$ cat config.mk
export PLATFORM = sky130hd
export DESIGN_NAME = bmp_backend_memory_port
export DESIGN_NICKNAME = d
export VERILOG_FILES = /design/src/bmp_pkg.sv /design/src/bmp_strobe.sv /design/src/bmp_backend_memory_port.sv
export SDC_FILE = /design/constraint.sdc
export NUM_CORES = 1
export LEC_CHECK = 0
export CORE_ASPECT_RATIO = 0.5
export CORE_UTILIZATION = 45
export CTS_CLUSTER_SIZE = 12
export DETAILED_ROUTE_END_ITERATION = 16
export DONT_BUFFER_PORTS = 1
export PLACE_DENSITY_LB_ADDON = 0.2
export RECOVER_POWER = 100
export SYNTH_ARGS = -nofsm -noshare
export SYNTH_HDL_FRONTEND = slang
export SYNTH_HIERARCHICAL = 1
export SYNTH_SLANG_ARGS = --single-unit
$ cat constraint.sdc
create_clock -name i_clk -period 3.1 [get_ports i_clk]
set_input_delay 0.155 -clock i_clk [delete_from_list [all_inputs] [get_ports i_clk]]
set_output_delay 0.155 -clock i_clk [all_outputs]
set_load 0.01 [all_outputs]
$ cat src/bmp_pkg.sv
package bmp_pkg;
  // Bus widths
  localparam int ADDR_W = 16;
  localparam int DATA_W = 16;
  localparam int LANE_W = 2;
  // Byte lane positions of the write strobe
  localparam int LANE_HI = 1;
  localparam int LANE_LO = 0;
  // Inactive levels of the active-low outputs
  localparam logic       INACT_N   = 1'h1;
  localparam logic [1:0] STROBE_INACT = 2'h3;
  // Least strobe width and setup/hold, in clocks
  localparam logic [1:0] STROBE_MIN_CLK = 2'h1;
  localparam logic [1:0] SETUP_CLK      = 2'h1;
  localparam logic [1:0] HOLD_CLK       = 2'h1;
  // Reset values
  localparam logic [ADDR_W-1:0] ADDR_RST = 16'h0000;
  localparam logic [DATA_W-1:0] DATA_RST = 16'h0000;
  // Source owning the current transfer
  typedef enum logic [1:0]
  {
    BMP_SRC_ENG  = 2'h1,
    BMP_SRC_HOST = 2'h2
  } bmp_src_t;
endpackage

$ cat src/bmp_strobe.sv
`timescale 1ns/1ps
// One strobe cycle: setup, strobe (stretched by wait), hold.
// Sync mode skips setup and hold; the strobe lasts one clock plus waits.
module bmp_strobe
(
  input  wire logic                       i_clk,
  input  wire logic                       i_rst_b,
  input  wire logic                       i_start,
  input  wire logic                       i_async,
  input  wire logic                       i_wait_n,
  output logic                            o_setup,
  output logic                            o_strobe,
  output logic                            o_hold,
  output logic                            o_capture,
  output logic                            o_done
);
  // Phase counter shared by setup and hold
  logic [1:0] cnt_reg;
  logic       strobe_end;

  typedef enum logic [3:0]
  {
    BMP_PH_IDLE  = 4'h1,
    BMP_PH_SETUP = 4'h2,
    BMP_PH_STRB  = 4'h4,
    BMP_PH_HOLD  = 4'h8
  } bmp_ph_t;
  bmp_ph_t ph_reg;

  // Strobe ends on a clock where wait is inactive
  assign strobe_end = (ph_reg == BMP_PH_STRB) && i_wait_n;
  assign o_setup    = (ph_reg == BMP_PH_SETUP);
  assign o_strobe   = (ph_reg == BMP_PH_STRB);
  assign o_hold     = (ph_reg == BMP_PH_HOLD);
  // Data is taken on the edge that ends the strobe
  assign o_capture  = strobe_end;
  assign o_done     = (strobe_end && !i_async) ||
                      ((ph_reg == BMP_PH_HOLD) &&
                       (cnt_reg == bmp_pkg::HOLD_CLK));

  // Phase sequencing
  always_ff @(posedge i_clk or negedge i_rst_b)
  begin
    if (!i_rst_b)
    begin
      ph_reg  <= BMP_PH_IDLE;
      cnt_reg <= 2'h0;
    end
    else
    begin
      case (ph_reg)
        BMP_PH_IDLE:
        begin
          cnt_reg <= 2'h1;
          if (i_start)
            // Async needs address one clock early
            ph_reg <= i_async ? BMP_PH_SETUP : BMP_PH_STRB;
        end
        BMP_PH_SETUP:
        begin
          if (cnt_reg == bmp_pkg::SETUP_CLK)
            ph_reg <= BMP_PH_STRB;
          cnt_reg <= 2'h1;
        end
        BMP_PH_STRB:
        begin
          // Held while wait low
          if (i_wait_n)
            ph_reg <= i_async ? BMP_PH_HOLD : BMP_PH_IDLE;
        end
        BMP_PH_HOLD:
        begin
          // Address and data stay one clock after strobe
          if (cnt_reg == bmp_pkg::HOLD_CLK)
            ph_reg <= BMP_PH_IDLE;
          else
            cnt_reg <= cnt_reg + 2'h1;
        end
        default:
          ph_reg <= BMP_PH_IDLE;
      endcase
    end
  end
endmodule

$ cat src/bmp_backend_memory_port.sv
`timescale 1ns/1ps
// Operation
// - Hold request low until grant seen
// - On grant, open window, then transfer
// - Window held until all transfers done
// - Two byte write strobes, high and low
// - Sync write strobe stretched by wait
// - Async write: setup and hold one clock
// - Sync read captured when wait inactive
// - Async read captured as strobe rises
// - Chip select timed like the address
// - Control enable only while granted
// - Data enable only for granted writes
// - Mode input: 1 async, 0 sync
// - Host path enable gates host accesses
// - Host wait stretched by grant and wait
module bmp_backend_memory_port
(
  input  wire logic                       i_clk,
  input  wire logic                       i_rst_b,
  // Static straps
  input  wire logic                       i_async_backend_select,
  input  wire logic                       i_host_memory_path_enable,
  // Protocol engine requests
  input  wire logic                       i_eng_valid,
  input  wire logic                       i_eng_write,
  input  wire logic                       i_eng_last,
  input  wire logic [1:0]                 i_eng_lanes_n,
  input  wire logic [15:0]                i_eng_address,
  input  wire logic [15:0]                i_eng_write_data,
  output logic                            o_eng_ready,
  output logic                            o_eng_read_valid,
  output logic [15:0]                     o_eng_read_data,
  // Host (CPU) memory access
  input  wire logic                       i_host_read_n,
  input  wire logic [1:0]                 i_host_write_n,
  input  wire logic [15:0]                i_host_address,
  input  wire logic [15:0]                i_host_write_data,
  output logic                            o_host_wait_n,
  output logic [15:0]                     o_host_read_data,
  // Backend memory pins
  output logic                            o_backend_request_n,
  input  wire logic                       i_backend_grant_n,
  output logic                            o_backend_window_n,
  output logic [1:0]                      o_backend_write_strobe_n,
  output logic                            o_backend_read_strobe_n,
  output logic                            o_backend_select_n,
  input  wire logic                       i_backend_wait_n,
  output logic [15:0]                     o_backend_address,
  output logic [15:0]                     o_backend_write_data,
  input  wire logic [15:0]                i_backend_read_data,
  output logic                            o_control_drive_enable,
  output logic                            o_data_drive_enable
);
  // Reset synchroniser
  logic rst_meta_reg;
  logic rst_sync_reg;
  logic rst_b;

  // Bus ownership state
  // One-hot codes keep each pin decode to one or two state compares
  typedef enum logic [3:0]
  {
    BMP_ST_IDLE = 4'h1,
    BMP_ST_REQ  = 4'h2,
    BMP_ST_XFER = 4'h4,
    BMP_ST_NEXT = 4'h8
  } bmp_state_t;
  bmp_state_t state_reg;

  bmp_pkg::bmp_src_t src_reg;       // Owner of current window
  logic              write_reg;     // Current transfer is a write
  logic [1:0]        lanes_reg;     // Active-low byte lanes
  logic              last_reg;      // Window closes after this one
  logic              host_done_reg; // Host access served, await release
  // Strobe sequencer handshake and phase flags
  logic              start;         // Kick the strobe sequencer
  logic              ph_setup;      // Address out, strobe not yet low
  logic              ph_strobe;     // Strobe low, stretched by wait
  logic              ph_hold;       // Strobe high, address still held
  logic              capture;       // Read data is valid on this edge
  logic              done;          // Last clock of the transfer
  // Host and engine request decode
  logic              host_rd;       // Host read strobe low
  logic              host_wr;       // Either host write lane low
  logic              host_req;      // Host access waiting to be served
  logic              eng_take;      // Engine beat accepted from idle
  logic              host_take;     // Host access accepted from idle

  // Reset release through two flops
  // Assertion stays asynchronous so the pins go quiet at once; only the
  // release is timed to the clock. That keeps the ownership flops and
  // the strobe sequencer from leaving reset on different edges, which
  // could otherwise start a strobe with no window around it.
  always_ff @(posedge i_clk or negedge i_rst_b)
  begin
    if (!i_rst_b)
    begin
      rst_meta_reg <= 1'h0;
      rst_sync_reg <= 1'h0;
    end
    else
    begin
      rst_meta_reg <= 1'h1;
      rst_sync_reg <= rst_meta_reg;
    end
  end
  assign rst_b = rst_sync_reg;

  // Host requests count only when the path is strapped open
  // A closed path leaves the host strobes unseen, so a board that puts
  // host and memory on one shared bus cannot loop an access back onto
  // itself. The done flag masks a strobe that is still held after its
  // access was served, so one host strobe gives exactly one transfer.
  assign host_rd  = !i_host_read_n;
  assign host_wr  = (i_host_write_n != bmp_pkg::STROBE_INACT);
  assign host_req = i_host_memory_path_enable && (host_rd || host_wr) &&
                    !host_done_reg;
  // Engine has priority; host waits for an idle port
  // Both takes look only at the idle state, so a new owner can never
  // slip in while a window is open. The cost is that a steady engine
  // stream can hold the host off; the host wait output covers that.
  assign eng_take  = (state_reg == BMP_ST_IDLE) && i_eng_valid;
  assign host_take = (state_reg == BMP_ST_IDLE) && !i_eng_valid && host_req;
  // Ready is combinational: a beat is taken on the edge where it is high,
  // either from idle or between beats of an open engine window
  assign o_eng_ready = eng_take ||
                       ((state_reg == BMP_ST_NEXT) &&
                        (src_reg == bmp_pkg::BMP_SRC_ENG) && i_eng_valid);

  // Sequencer starts on entry to a transfer
  // In the request state the start coincides with the grant being seen,
  // so the first strobe phase lines up with the window opening; between
  // engine beats it coincides with the next beat being taken. A beat
  // that is not yet offered simply leaves the window open and idle.
  assign start = ((state_reg == BMP_ST_REQ) && !i_backend_grant_n) ||
                 (state_reg == BMP_ST_NEXT && o_eng_ready);

  // Strobe timing lives in its own sequencer so that the ownership
  // machine never needs to know the backend mode; only done and
  // capture, with the setup, strobe and hold flags for the pins, come back from it.
  bmp_strobe u_strobe
  (
    .i_clk     (i_clk),
    .i_rst_b   (rst_b),
    .i_start   (start),
    .i_async   (i_async_backend_select),
    .i_wait_n  (i_backend_wait_n),
    .o_setup   (ph_setup),
    .o_strobe  (ph_strobe),
    .o_hold    (ph_hold),
    .o_capture (capture),
    .o_done    (done)
  );

  // Ownership sequencing
  // Idle, request, transfer and between-beats. The window output follows
  // the last two states, so it cannot drop between beats of one window
  // and cannot open before the grant has been sampled low. There is no
  // limit on the grant delay; the arbiter is trusted to answer.
  always_ff @(posedge i_clk or negedge rst_b)
  begin
    if (!rst_b)
      state_reg <= BMP_ST_IDLE;
    else
    begin
      case (state_reg)
        BMP_ST_IDLE:
          if (eng_take || host_take)
            state_reg <= BMP_ST_REQ;
        BMP_ST_REQ:
          // Grant sampled directly, it is synchronous
          if (!i_backend_grant_n)
            state_reg <= BMP_ST_XFER;
        BMP_ST_XFER:
          // Grant is no longer looked at here
          if (done)
            state_reg <= last_reg ? BMP_ST_IDLE : BMP_ST_NEXT;
        BMP_ST_NEXT:
          // Window stays open while more engine words come
          if (o_eng_ready)
            state_reg <= BMP_ST_XFER;
        default:
          state_reg <= BMP_ST_IDLE;
      endcase
    end
  end

  // Latch the transfer that is taken
  // Address and write data are registered pins, loaded only on a take.
  // They therefore stay put through setup, strobe and hold, which is
  // what gives the asynchronous mode its clock of setup and of hold.
  // Nothing else may load them, or a hold clock would see a new address.
  always_ff @(posedge i_clk or negedge rst_b)
  begin
    if (!rst_b)
    begin
      src_reg              <= bmp_pkg::BMP_SRC_ENG;
      write_reg            <= 1'h0;
      lanes_reg            <= bmp_pkg::STROBE_INACT;
      last_reg             <= 1'h1;
      o_backend_address    <= bmp_pkg::ADDR_RST;
      o_backend_write_data <= bmp_pkg::DATA_RST;
    end
    else if (o_eng_ready)
    begin
      src_reg              <= bmp_pkg::BMP_SRC_ENG;
      write_reg            <= i_eng_write;
      lanes_reg            <= i_eng_lanes_n;
      last_reg             <= i_eng_last;
      o_backend_address    <= i_eng_address;
      o_backend_write_data <= i_eng_write_data;
    end
    else if (host_take)
    begin
      // Host always a single access per window
      src_reg              <= bmp_pkg::BMP_SRC_HOST;
      write_reg            <= host_wr;
      lanes_reg            <= i_host_write_n;
      last_reg             <= 1'h1;
      o_backend_address    <= i_host_address;
      o_backend_write_data <= i_host_write_data;
    end
  end

  // Host handshake: done flag held until strobes released
  // Setting wins over clearing, so a served access is never lost even if
  // the host drops its strobe on the very clock that finishes it.
  always_ff @(posedge i_clk or negedge rst_b)
  begin
    if (!rst_b)
      host_done_reg <= 1'h0;
    else if (done && (state_reg == BMP_ST_XFER) &&
             (src_reg == bmp_pkg::BMP_SRC_HOST))
      host_done_reg <= 1'h1;
    else if (!host_rd && !host_wr)
      host_done_reg <= 1'h0;
  end
  // Host waits through grant delay and memory waits
  // Wait is combinational from the host strobes, so it falls in the same
  // clock that the access is asked for and no clock of grant delay or
  // memory wait is missed from the stretch.
  assign o_host_wait_n = !(i_host_memory_path_enable &&
                           (host_rd || host_wr) && !host_done_reg);

  // Read data capture on the strobe-ending edge
  // In sync mode that edge is the one where wait is seen inactive; in
  // async mode it is the edge on which the read strobe returns high.
  always_ff @(posedge i_clk or negedge rst_b)
  begin
    if (!rst_b)
    begin
      o_eng_read_valid <= 1'h0;
      o_eng_read_data  <= bmp_pkg::DATA_RST;
      o_host_read_data <= bmp_pkg::DATA_RST;
    end
    else
    begin
      o_eng_read_valid <= 1'h0;
      if (capture && !write_reg && (state_reg == BMP_ST_XFER))
      begin
        if (src_reg == bmp_pkg::BMP_SRC_HOST)
          o_host_read_data <= i_backend_read_data;
        else
        begin
          o_eng_read_data  <= i_backend_read_data;
          o_eng_read_valid <= 1'h1;
        end
      end
    end
  end

  // Pin outputs; reset forces every one inactive
  // All are decoded from reset-cleared state, so no pin can glitch active
  // while the synchronised reset is still held.
  assign o_backend_request_n = !(state_reg == BMP_ST_REQ);
  assign o_backend_window_n  = !((state_reg == BMP_ST_XFER) ||
                                 (state_reg == BMP_ST_NEXT));
  // Per-lane write strobes
  assign o_backend_write_strobe_n = (ph_strobe && write_reg) ?
                                    lanes_reg : bmp_pkg::STROBE_INACT;
  assign o_backend_read_strobe_n  = !(ph_strobe && !write_reg);
  // Select covers setup, strobe and hold like the address
  // It stays high in the request state: the control lines are not yet
  // driven there, and a select before the grant would reach a bus that
  // another master still owns.
  assign o_backend_select_n = !(ph_setup || ph_strobe || ph_hold);
  // Driven only while owning a granted window
  // The window opens only after grant was sampled low with the request
  // out, so the enable cannot turn on for a bus that is not ours.
  assign o_control_drive_enable = !o_backend_window_n;
  // Data driven only for a granted write
  assign o_data_drive_enable = !o_backend_window_n && write_reg &&
                               (state_reg == BMP_ST_XFER);
endmodule

==> flow_summary.yaml <==
clocking:
  cts.sinks: 84
  cts.clk_slew.worst_paths_ns: 0.06
  cts_buffers: 9
  postCtsHoldBufs: 23
  clkLatencyLatePin_ns: 0.33
  cts_tree: "yes"
  ctsHtreeMaxLevel: 3
  postCtsSetupRepairBufs: 0
  cts_root_buffer: "clkbuf_16"
  cts_buffer_depth: 2
  cts_resized: 0
drt:
  drt_iter0_drc: 113
  routedWlPerCell_microns: 18.20
  first_pass_iters: 4
  drc: 0
  drt-total-wl_microns: 8101
  num_vias: 2551
  ant_nets: 0
  vias_per_cell: 5.733
finish:
  multi_input_area_sq_um: 1501
  fin_area_sq_um: 4342
  fillers: 696
  drive_above_1_share_pct: 9.610
  seqCellArea_sq_um: 2111
  insertedDiodeCount: 0
  nets: 423
  syn_to_final_growth_pct: 14.75
sta:
  final_hold_viol_count: 0
  tns_ns: 0
  slew_headroom_pct: -16.12
  setup_viol_count_final: 0
  hold-worst-slack_ns: 0.02453
  clock.fmax_ghz: 0.3816
  skew_ns: 0.006684
  worstMarginPinSlew_ns: 1.742
  min_period_ns: 2.620
  fin_crit_sh_pct: 84.53
  drv_slew: 83
  rsz0062_at_grt: "no"
power:
  p_per_area_nw_per_um2: 860.8
  clkPwrFrac_pct: 28.1
  p_leak_nw: 2.173
  netSwitchingFraction_pct: 32.97
  finalPower_mw: 3.737
  power.switching_mw: 1.232
  sequentialPowerShare_pct: 48.7
  p_int_mw: 2.505
  ir_drop_uv: 514.5
  pwr-share-comb_pct: 23.2
synthesis:
  synth_top_cell_by_area: "dfrtp_1"
  synth_nets: 405
  synth_seq_cells: 84
  ys_warn_count: 6
  synth_ff_type: "dfrtp_1"
  synth_top_area_share_pct: 51.59
  synthesis.area_sq_um: 3784
  synthTopCellsByArea: "dfrtp_1 52%, mux2_1 7.7%, a22o_1 7.4%"
  synth_cell_types: 44
  synth_edf_count: 0
  syn_inst: 310
  ys_seq_area_share_pct: 55.75
  ys_async_sr_fraction_pct: 100.0
  syn_area_per_cell_sq_um: 12.21
floorplan:
  dieArea_sq_um: 8801
  start_util_pct: 46.79
  pin_count: 169
  die_w_microns: 131.7
  die_y_microns: 66.84
  core.rowCount: 23
  fp.coreArea_sq_um: 8087
place:
  post-dp-hpwl_microns: 5728
  gp_congestion: 0.8548
  placed_area_sq_um: 3844
  io_buffer_count: 0
job:
  cap_violations: 1
outcome:
  violations: "capacitance limit, slew limit"
  outcome: "finished with violations"
setup_path:
  path_class: "flop to flop"
  end_kind: "flop"
  arrival_ns: 2.80
  critPathMaxFanout: 25
  start_kind: "flop"
  critPathRequiredTime_ns: 3.28
hold_path:
  hold_path.class: "primary input to flop"
global_routing:
  grt_antenna_before_repair: 0
  grt_overflow: 0
  grt_start_max_net_pins: 83
  grt_pass1_vias: 2522
  grt_usage_pct: 18.76
  grt_pass1_wl_microns: 12540
-- critical path, stage by stage, from the launching register on --
cell,delay (ns)
dfstp_1,0.72
or4b_1,0.49
and4bb_1,0.49
clkbuf_2,0.47
and3_1,0.24
o31ai_2,0.06
-- placed cells by master (no fill, tap or decap), types with 2 or more instances in the layout --
cell           Yosys  routed
clkbuf_2           1       2
dfstp_1            0       3
a21o_1            34      34
clkbuf_1           2       3
clkbuf_16          0       9
o31ai_1            1       2
nor2_1            13      12
o21ai_0            6       8
a211oi_1           3       3
a2bb2oi_1          2       2
o22ai_1            4       4
clkinvlp_4         0       2
mux2_1            26      26
dlygate4sd3_1      0      23
inv_1              9      10
nand2b_1           8       8
a22o_1            32      32
mux2i_1            2       2
dfrtp_1           78      77
nand3b_1           3       3
mux2_2             6       6
nand2_1           12      12
nor3b_1            4       4
nor3_1             6       6
nor2b_1            6       6
dfstp_2            6       3
a21oi_1            6       6
or4b_1             2       2
-- power by group through the flow --
stage	clock [mW]	sequential (mW)	combinational (mW)
2_1_floorplan	0	1.71	0.808
3_3_place_gp	0	1.84	0.824
3_5_place_dp	0	1.85	0.869
4_1_cts	1.08	1.84	0.897
5_1_grt	1.13	1.87	0.970
6_report	1.05	1.82	0.867
-- final cells by class --
class | instances | area share [%]
flip-flops and latches | 84 | 48.62
multi-input cells | 195 | 34.58
repair buffers | 27 | 5.793
well taps | 112 | 3.228
clock buffers | 12 | 5.677
clock inverters | 4 | 1.153
inverters | 11 | 0.9510
-- stage by stage --
| step | worst slack [ns] | std cells | util [%] |
|---|---|---|---|
| after floorplan | 0.5977 | 310 | - |
| after detailed placement | 0.7080 | 406 | 47.53 |
| after CTS | 0.6888 | 445 | 54.05 |
| after global placement | 0.7962 | 406 | 47.53 |
| after global routing | 0.3435 | 445 | 53.69 |
| final | 0.4796 | 445 | 53.69 |
-- cells by family (layout without fill, tap and decap cells) --
family | after synthesis | after routing | share of synthesized area (%)
AOI/OAI and AO/OA | 96 | 96 | 19.68
DFF | 84 | 84 | 55.75
and+or+nand+nor | 63 | 63 | 9.921
muxes | 34 | 34 | 10.05
buffers and inverters | 31 | 54 | 4.167
adders and majority gates | 1 | 1 | 0.3306
other | 1 | 1 | 0.09911
-- metal layers --
layer	routed length (microns)	global-route usage [%]	vias up
li1	-	-	1168
met1	3238	21.38	1283
met2	4347	33.53	93
met3	458	6.240	7
met4	57	6.831	0
met5	0	0	-
-- worst paths after layout --
path,from,to,slack [ns],cells after the start
max reg2reg,state_reg[0],write_reg,0.48,5
max in group asynchronous,rst_b,o_eng_read_data[3],1.31,0
min reg2reg,rst_meta_reg,rst_b,0.35,0
max,state_reg[0],write_reg,0.48,5
min in group asynchronous,i_rst_b,rst_meta_reg,0.05,1
min,i_host_write_n[0],lanes_reg[0],0.02,2
-- synthesized netlist by cell type (all sizes together), types with 2 or more instances --
master,number
nand3b,3
o22ai,4
nand2,12
or4b,2
a21oi,6
nor2b,6
dfstp,6
a2bb2oi,2
buf,17
nand2b,8
dfrtp,78
a21o,34
nor3b,4
nor2,13
mux2i,2
nor4b,2
inv,11
a22o,32
o21ai,8
a211oi,3
mux2,32
o31ai,3
clkbuf,3
nor3,6
No activity file was read; power rests on OpenSTA's default activity.
